### config.mk
export PLATFORM = sky130hd
export DESIGN_NAME = spi_master_slave_port
export DESIGN_NICKNAME = d
export VERILOG_FILES = /design/src/spi_port_pkg.sv /design/src/spi_master_slave_port.sv
export VERILOG_INCLUDE_DIRS = /design/src
export SDC_FILE = /design/constraint.sdc
export NUM_CORES = 1
export LEC_CHECK = 0
export ABC_AREA = 1
export BUFFER_PORTS_ARGS = -buffer_cell sky130_fd_sc_hd__clkbuf_2
export CAP_MARGIN = 30
export CORE_ASPECT_RATIO = 0.6
export CORE_MARGIN = 2
export CORE_UTILIZATION = 58
export DETAILED_ROUTE_END_ITERATION = 8
export PLACE_DENSITY = 0.83
export SETUP_SLACK_MARGIN = 0.02
export SKIP_LAST_GASP = 1
export SLEW_MARGIN = 20
export SYNTH_ARGS = -nofsm -noshare
export SYNTH_HDL_FRONTEND = slang
export SYNTH_SLANG_ARGS = --single-unit
### constraint.sdc
create_clock -name ref_clk -period 7.5 [get_ports ref_clk]
set_input_delay 0.375 -clock ref_clk [delete_from_list [all_inputs] [get_ports ref_clk]]
set_output_delay 0.375 -clock ref_clk [all_outputs]
set_load 0.02 [all_outputs]
### src/spi_port_map.svh
// register offsets, field positions, reset values and mode codes of the serial port
`ifndef SPI_PORT_MAP_SVH
`define SPI_PORT_MAP_SVH

// word-aligned byte offsets on the register bus
`define SPI_OFF_IRQ_EN 8'h00
`define SPI_OFF_IRQ_FLAG 8'h04
`define SPI_OFF_BUF 8'h08
`define SPI_OFF_CTRL1 8'h0C
`define SPI_OFF_CTRL3 8'h10
`define SPI_OFF_STAT 8'h14
`define SPI_OFF_DIV 8'h18

// field positions
`define SPI_IRQ_BIT 3
`define SPI_C1_WRITE_COLLISION_FLAG 7
`define SPI_C1_OVFL 6
`define SPI_C1_EN 5
`define SPI_C1_CKP 4
`define SPI_C3_BUFFER_OVERWRITE_ENABLE 4
`define SPI_ST_SMP 7
`define SPI_ST_CKE 6
`define SPI_ST_BF 0

// mode field codes (low four bits of the first control register)
`define SPI_MODE_MST_DIV4 4'h0
`define SPI_MODE_MST_DIV16 4'h1
`define SPI_MODE_MST_DIV64 4'h2
`define SPI_MODE_MST_TMR 4'h3
`define SPI_MODE_SLV_SS 4'h4
`define SPI_MODE_SLV_NOSS 4'h5
`define SPI_MODE_MST_ADD 4'hA

// half periods of the serial clock in reference clock cycles
`define SPI_HALF_DIV4 10'h002
`define SPI_HALF_DIV16 10'h008
`define SPI_HALF_DIV64 10'h020

// reset values
`define SPI_RST_BYTE 8'h00
`define SPI_RST_MODE 4'h0

`endif

### src/spi_port_pkg.sv
// types shared by the serial port design
package spi_port_pkg;

	typedef enum logic
	{
		XS_IDLE = 1'b0,
		XS_SHIFT = 1'b1
	} xfer_state_t;

endpackage : spi_port_pkg

### src/spi_master_slave_port.sv
// serial peripheral port, master and slave roles, with AHB-Lite registers
//
// Design decisions made here: the AHB-Lite interface to the registers and the placing of the registers.
`timescale 1ns/1ps
`include "spi_port_map.svh"

module spi_master_slave_port #(
	parameter int DIV_W = 8
)(
	input wire logic ref_clk,
	input wire logic arst_n,
	input wire logic hsel,
	input wire logic [31:0] haddr,
	input wire logic [1:0] htrans,
	input wire logic hwrite,
	input wire logic [2:0] hsize,
	input wire logic [31:0] hwdata,
	input wire logic hready,
	output logic hreadyout,
	output logic hresp,
	output logic [31:0] hrdata,
	input wire logic sck_in,
	output logic sck_out,
	output logic sck_oe,
	input wire logic sdi,
	output logic sdo_out,
	output logic sdo_oe,
	input wire logic ss_n,
	input wire logic sleep_req,
	input wire logic period_timer_tick,
	output logic wake_irq
);

	// ------------------------------------------------------------
	// parameter check
	// ------------------------------------------------------------
	generate
		if (DIV_W < 1 || DIV_W > 8)
		begin : g_bad_div_w
			$error("DIV_W must lie between 1 and 8");
		end
	endgenerate

	// ------------------------------------------------------------
	// state
	// ------------------------------------------------------------
	typedef struct packed {
		logic irq_en;
		logic irq_flag;
		logic [7:0] xfer_buffer;
		logic [7:0] shift_register;
		logic write_collision_flag;
		logic ovfl;
		logic en;
		logic clock_polarity_bit;
		logic [3:0] mode;
		logic buffer_overwrite_enable;
		logic sample_phase_bit;
		logic cke;
		logic bf;
		logic [DIV_W-1:0] rate_div;
		spi_port_pkg::xfer_state_t xs;
		logic [2:0] bit_cnt;
		logic [DIV_W+1:0] rate_cnt;
		logic sck_lvl;
		logic sck_prev;
		logic in_bit;
		logic sdo;
		logic [7:0] a_off;
		logic a_wr;
		logic a_valid;
		logic [7:0] rdata;
	} state_t;

	state_t s;
	state_t next_s;

	logic is_master;
	logic is_slave;
	logic ss_mode;
	logic selected;
	logic step;
	logic lead;
	logic trail;
	logic done;
	logic inb;
	logic take;
	logic busy;

	// ------------------------------------------------------------
	// helpers
	// ------------------------------------------------------------
	function automatic logic mode_is_master(input logic [3:0] m);
		return m == `SPI_MODE_MST_DIV4 || m == `SPI_MODE_MST_DIV16 ||
			m == `SPI_MODE_MST_DIV64 || m == `SPI_MODE_MST_TMR ||
			m == `SPI_MODE_MST_ADD;
	endfunction : mode_is_master

	// edge seen on the external clock, leaving or returning to idle
	function automatic logic clk_edge(input logic now, input logic was,
		input logic idle, input logic leaving);
		if (leaving)
			return now != idle && was == idle;
		return now == idle && was != idle;
	endfunction : clk_edge

	// half period in reference cycles for the counter-driven rates
	function automatic logic [DIV_W+1:0] half_period(input logic [3:0] m,
		input logic [DIV_W-1:0] d);
		logic [DIV_W+1:0] h;
		h = (DIV_W+2)'(`SPI_HALF_DIV4);
		unique case (m)
			`SPI_MODE_MST_DIV16: h = (DIV_W+2)'(`SPI_HALF_DIV16);
			`SPI_MODE_MST_DIV64: h = (DIV_W+2)'(`SPI_HALF_DIV64);
			`SPI_MODE_MST_ADD: h = {1'b0, ({1'b0, d} + 1'b1)} << 1;
			default: h = (DIV_W+2)'(`SPI_HALF_DIV4);
		endcase
		return h;
	endfunction : half_period

	function automatic logic [7:0] reg_read(input logic [7:0] off,
		input state_t r);
		logic [7:0] v;
		v = `SPI_RST_BYTE;
		unique case (off)
			`SPI_OFF_IRQ_EN: v[`SPI_IRQ_BIT] = r.irq_en;
			`SPI_OFF_IRQ_FLAG: v[`SPI_IRQ_BIT] = r.irq_flag;
			`SPI_OFF_BUF: v = r.xfer_buffer;
			`SPI_OFF_CTRL1: v = {r.write_collision_flag, r.ovfl, r.en, r.clock_polarity_bit, r.mode};
			`SPI_OFF_CTRL3: v[`SPI_C3_BUFFER_OVERWRITE_ENABLE] = r.buffer_overwrite_enable;
			`SPI_OFF_STAT:
			begin
				v[`SPI_ST_SMP] = r.sample_phase_bit;
				v[`SPI_ST_CKE] = r.cke;
				v[`SPI_ST_BF] = r.bf;
			end
			`SPI_OFF_DIV: v = 8'(r.rate_div);
			default: v = `SPI_RST_BYTE;
		endcase
		return v;
	endfunction : reg_read

	// ------------------------------------------------------------
	// role and bus decode
	// ------------------------------------------------------------
	assign is_master = mode_is_master(s.mode);
	assign ss_mode = s.mode == `SPI_MODE_SLV_SS;
	assign is_slave = ss_mode || s.mode == `SPI_MODE_SLV_NOSS;
	// select gates edges only in the select-controlled slave mode
	assign selected = !ss_mode || !ss_n;
	assign take = hsel && hready && htrans[1];

	// ------------------------------------------------------------
	// next state
	// ------------------------------------------------------------
	always_comb
	begin
		next_s = s;
		step = 1'b0;
		lead = 1'b0;
		trail = 1'b0;
		done = 1'b0;
		inb = 1'b0;
		next_s.sck_prev = sck_in;

		// --------------------------------------------------------
		// bus address phase: latch request, read data ready for data phase
		// --------------------------------------------------------
		next_s.a_valid = take;
		next_s.a_off = haddr[7:0];
		next_s.a_wr = hwrite;
		if (take && !hwrite)
		begin
			next_s.rdata = reg_read(haddr[7:0], s);
			if (haddr[7:0] == `SPI_OFF_BUF)
				next_s.bf = 1'b0;
		end

		// --------------------------------------------------------
		// bus data phase: register writes other than the buffer
		// --------------------------------------------------------
		if (s.a_valid && s.a_wr)
		begin
			unique case (s.a_off)
				`SPI_OFF_IRQ_EN: next_s.irq_en = hwdata[`SPI_IRQ_BIT];
				`SPI_OFF_IRQ_FLAG: next_s.irq_flag = hwdata[`SPI_IRQ_BIT];
				`SPI_OFF_CTRL1:
				begin
					next_s.write_collision_flag = s.write_collision_flag && hwdata[`SPI_C1_WRITE_COLLISION_FLAG];
					next_s.ovfl = s.ovfl && hwdata[`SPI_C1_OVFL];
					next_s.en = hwdata[`SPI_C1_EN];
					next_s.clock_polarity_bit = hwdata[`SPI_C1_CKP];
					next_s.mode = hwdata[3:0];
				end
				`SPI_OFF_CTRL3: next_s.buffer_overwrite_enable = hwdata[`SPI_C3_BUFFER_OVERWRITE_ENABLE];
				`SPI_OFF_STAT:
				begin
					next_s.sample_phase_bit = hwdata[`SPI_ST_SMP];
					next_s.cke = hwdata[`SPI_ST_CKE];
				end
				`SPI_OFF_DIV: next_s.rate_div = hwdata[DIV_W-1:0];
				default: next_s.irq_en = s.irq_en;
			endcase
		end

		// --------------------------------------------------------
		// master clock generation; sleep holds every master-role counter still
		// --------------------------------------------------------
		if (s.en && is_master && s.xs == spi_port_pkg::XS_SHIFT && !sleep_req)
		begin
			if (s.mode == `SPI_MODE_MST_TMR)
				step = period_timer_tick;
			else
				step = s.rate_cnt == half_period(s.mode, s.rate_div) - 1'b1;
			next_s.rate_cnt = step ? '0 : s.rate_cnt + 1'b1;
			if (step)
			begin
				next_s.sck_lvl = ~s.sck_lvl;
				lead = s.sck_lvl == s.clock_polarity_bit;
				trail = !lead;
			end
		end

		// --------------------------------------------------------
		// slave edges from the external clock; runs regardless of sleep
		// --------------------------------------------------------
		if (s.en && is_slave && selected)
		begin
			lead = clk_edge(sck_in, s.sck_prev, s.clock_polarity_bit, 1'b1);
			trail = clk_edge(sck_in, s.sck_prev, s.clock_polarity_bit, 1'b0);
		end

		// --------------------------------------------------------
		// shift engine, msb out first, lsb in
		// --------------------------------------------------------
		if (lead)
		begin
			if (s.cke)
				next_s.in_bit = sdi;
			else
				next_s.sdo = s.shift_register[7];
		end
		if (trail)
		begin
			// end-of-bit sampling only makes sense in master role
			inb = (s.cke && !(is_master && s.sample_phase_bit)) ? s.in_bit : sdi;
			next_s.shift_register = {s.shift_register[6:0], inb};
			if (s.cke)
				next_s.sdo = s.shift_register[6];
			next_s.bit_cnt = s.bit_cnt + 3'h1;
			done = s.bit_cnt == 3'h7;
		end
		// --------------------------------------------------------
		// byte complete; an unread slave byte is kept, not overwritten, unless buffer overwrite is enabled
		// --------------------------------------------------------
		if (done)
		begin
			if (s.bf && !s.buffer_overwrite_enable && is_slave)
				next_s.ovfl = 1'b1;
			else
			begin
				next_s.xfer_buffer = {s.shift_register[6:0], inb};
				next_s.bf = 1'b1;
			end
			next_s.irq_flag = 1'b1;
			next_s.xs = spi_port_pkg::XS_IDLE;
		end

		// --------------------------------------------------------
		// buffer write: collision check, then load and start
		// --------------------------------------------------------
		busy = is_master ? s.xs == spi_port_pkg::XS_SHIFT :
			(s.bit_cnt != 3'h0 || trail);
		if (s.a_valid && s.a_wr && s.a_off == `SPI_OFF_BUF)
		begin
			if (busy || s.write_collision_flag || (is_slave && s.bf && !s.buffer_overwrite_enable))
				next_s.write_collision_flag = 1'b1;
			else
			begin
				next_s.xfer_buffer = hwdata[7:0];
				next_s.shift_register = hwdata[7:0];
				next_s.sdo = hwdata[7];
				next_s.bit_cnt = 3'h0;
				if (s.en && is_master)
				begin
					next_s.xs = spi_port_pkg::XS_SHIFT;
					next_s.rate_cnt = '0;
				end
			end
		end

		// --------------------------------------------------------
		// port reset on disable or deselect
		// --------------------------------------------------------
		if (!s.en || (ss_mode && ss_n))
		begin
			next_s.bit_cnt = 3'h0;
			next_s.xs = spi_port_pkg::XS_IDLE;
		end
		if (next_s.xs == spi_port_pkg::XS_IDLE)
		begin
			next_s.sck_lvl = next_s.clock_polarity_bit;
			next_s.rate_cnt = '0;
		end
	end

	// ------------------------------------------------------------
	// registers
	// ------------------------------------------------------------
	always_ff @(posedge ref_clk or negedge arst_n)
	begin
		if (!arst_n)
		begin
			s <= '0;
		end
		else
		begin
			s <= next_s;
		end
	end

	// ------------------------------------------------------------
	// outputs
	// ------------------------------------------------------------
	assign hreadyout = 1'b1;
	assign hresp = 1'b0;
	assign hrdata = {24'h00_0000, s.rdata};
	assign sck_out = s.sck_lvl;
	assign sck_oe = s.en && is_master;
	assign sdo_out = s.sdo;
	// release follows the select pin directly, not a clock later
	assign sdo_oe = s.en && (is_master || (is_slave && selected));
	assign wake_irq = s.irq_flag && s.irq_en;

endmodule : spi_master_slave_port

==> impl_metrics.json <==
{
  "r2r-start": "s[51]",
  "syn_inst": 595,
  "track_usage_pct": 27.6,
  "synthSimpleGateAreaFrac_pct": 31.3,
  "syn_area_per_cell_um2": 7.77,
  "synth_area_mm2": 0.00462,
  "crit_arrival_ns": 3.97,
  "cts_setup_buffers": 0,
  "fin_skew_ns": 0.00827,
  "startpoint_type": "flip-flop",
  "status": "complete, but fails checks",
  "worstSetupStartpoint": "s[51]",
  "violations": "hold timing",
  "synth_seq_cells": 74,
  "fillers": 639,
  "setup_violations": 0,
  "drive_gt1_share_pct": 16.8,
  "crit_fanout": 12,
  "powerDensity_mw_per_mm2": 178,
  "worst_path_max_delay_cell": "dfrtp_1",
  "setup_tns_ns": 0,
  "cpMostUsedCell": "nor2_1",
  "critical_path_class": "flip-flop to flip-flop",
  "post_drt_wl_per_cell_um": 15.2,
  "end_kind": "flip-flop",
  "cts_max_path_buffers": 2,
  "io_pins": 118,
  "vias": 4096,
  "area_growth_pct": 8.93,
  "routed_wl_um": 11300,
  "synth_xor_xnor_area_share_pct": 2.76,
  "cts_hold_buffers": 0,
  "dr.pass1.iters": 5,
  "seq_area_mm2": 0.00185,
  "grt_max_degree": 75,
  "die_h_um": 73.1,
  "report.final.hold_viol_count": 33,
  "relSlewSlack_pct": 54.3,
  "fmax_mhz": 267,
  "synth_compound_area_share_pct": 9.61,
  "ys.flop_type": "dfrtp_1",
  "synth_async_sr_flop_share_pct": 100,
  "htreeDepth": 3,
  "cts_buffers": 9,
  "fin_nets": 713,
  "die_w_um": 119,
  "ant_nets": 0,
  "grt_overflow": 0,
  "viasPerCell": 5.54,
  "hold_ws_ns": -0.0123,
  "critPathMaxStageDelay_ns": 0.47,
  "row_count": 25,
  "portBuffers": 39,
  "grt_pass1_wl_um": 18400,
  "vdd_ir_drop_max_mv": 0.139,
  "synthMuxAreaShare_pct": 0.217,
  "drt_iter0_markers": 317,
  "final_common_cell": "nand2_1",
  "diodes": 0,
  "cts_tree": "yes",
  "start_util_pct": 59.3,
  "antenna_found_initial": 0,
  "multi_input_area_mm2": 0.00220,
  "total_power_uw": 894,
  "cp.required_ns": 7.72,
  "layout_common_cells": "nand2_1 (147), inv_1 (81), dfrtp_1 (74), nor2_1 (42), nand3_1 (41)",
  "yosys.area_share.adder_pct": 1.62,
  "synth_top_family_by_area": "simple AND/OR/NAND/NOR gates",
  "synth_warnings": 0,
  "worst_slew_pin_slew_ns": 0.684,
  "power.leakage_nw": 2.72,
  "rsz0062_at_grt": "false",
  "path_clk_slew_ns": 0.06,
  "place_hpwl_um": 8410,
  "slew_violations": 0,
  "cts_root_buf": "clkbuf_16",
  "synth_cell_types": 47,
  "route.detailed.drc": 0,
  "synth-edff-count": 0,
  "seq_area_frac_synth_pct": 40.1,
  "maxCapViolCount": 0,
  "routabilityCongestion": 0.976,
  "fin_crit_ns": 3.75,
  "core_mm2": 0.00779,
  "clock_latency_ns": 0.34,
  "grt_pass1_vias": 3810,
  "numClockSinks": 74,
  "hold_class": "primary input to asynchronous set/reset pin",
  "fin_crit_sh_pct": 50.0,
  "die-area_mm2": 0.00872,
  "cts-resized-gates": 0
}
==> synthesized netlist by cell type, drive strengths merged, types with 3 or more instances <==
cell / count / area [µm²]
a21oi: 11 / 66.3
a221oi: 3 / 26.3
a31oi: 3 / 18.8
buf: 39 / 313
clkbuf: 3 / 11.3
dfrtp: 74 / 1850
ha: 6 / 75.1
inv: 89 / 334
nand2: 162 / 681
nand3: 47 / 273
nand4: 12 / 96.3
nor2: 53 / 255
nor3: 14 / 96.4
o211ai: 7 / 52.6
o21ai: 39 / 199
o22ai: 8 / 50.1
xnor2: 3 / 26.3
xor2: 9 / 78.8
==> per-layer routing <==
metal	vias to the layer above	global-route usage [%]	share of wire, %
li1	1916	-	-
met1	1919	38.0	45
met2	237	41.4	43
met3	24	9.84	11
met4	0	7.80	1.6
met5	-	0	0
==> power by group <==
part	total [mW]	internal, mW	switching [mW]
Clock	0.428	0.263	0.165
Combinational	0.0553	0.0139	0.0415
Sequential	0.411	0.406	0.00500
==> through the flow <==
step / hold slack (ns) / cells / util (%) / instance area, µm² / worst slack (ns)
2_1_floorplan: 0.0794 / 619 / - / 4710 / 4.76
3_3_place_gp: 0.465 / 724 / 60.6 / 4720 / 4.01
3_5_place_dp: 0.479 / 724 / 60.6 / 4720 / 3.94
4_1_cts: 0.148 / 739 / 64.4 / 5010 / 3.84
5_1_grt: 0.0104 / 740 / 64.6 / 5030 / 3.46
6_report: -0.0123 / 740 / 64.6 / 5030 / 3.75
==> sequential cells by signal, indices dropped and copies added, names as in the netlist <==
signal,cells
hrdata,8
sck_out,1
sdo_out,1
s,64
==> worst max-delay path, delay by kind of cell, from the launching register on <==
kind                       cells  cell delay (ns)
buffers and inverters          3             0.47
DFF                            1             0.47
adders and majority gates      1             0.30
and+or+nand+nor               21             2.39
==> area by class of cell <==
class,instances,area share [%]
inverter,89,6.64
multi-input combinational,414,43.7
sequential,74,36.8
clock buffer,10,4.75
tap,108,2.68
clock inverter,5,1.09
timing repair buffer,40,4.32
==> worst paths after layout <==
path	endpoint	slack (ns)	cells after the start
worst max-delay path	s[66]	3.75	25
worst min-delay path	s[31]	-0.01	1
worst max register to register	s[66]	3.75	25
worst min register to register	hrdata[0]	0.49	2
max in group asynchronous	s[20]	6.94	2
min in group ref_clk	s[17]	0.15	1
==> kinds of logic (layout without fill, tap and decap cells) <==
| family | count (synthesis) | after routing |
|---|---|---|
| AND/OR/NAND/NOR | 294 | 294 |
| AO/OA/AOI/OAI | 74 | 74 |
| other | 2 | 26 |
| flip-flops | 74 | 74 |
| buffers and inverters | 131 | 144 |
| multiplexers | 1 | 1 |
| adder cells (fa/ha/maj) | 6 | 6 |
| XOR/XNOR | 13 | 13 |
No activity file was read; power rests on OpenSTA's default activity.
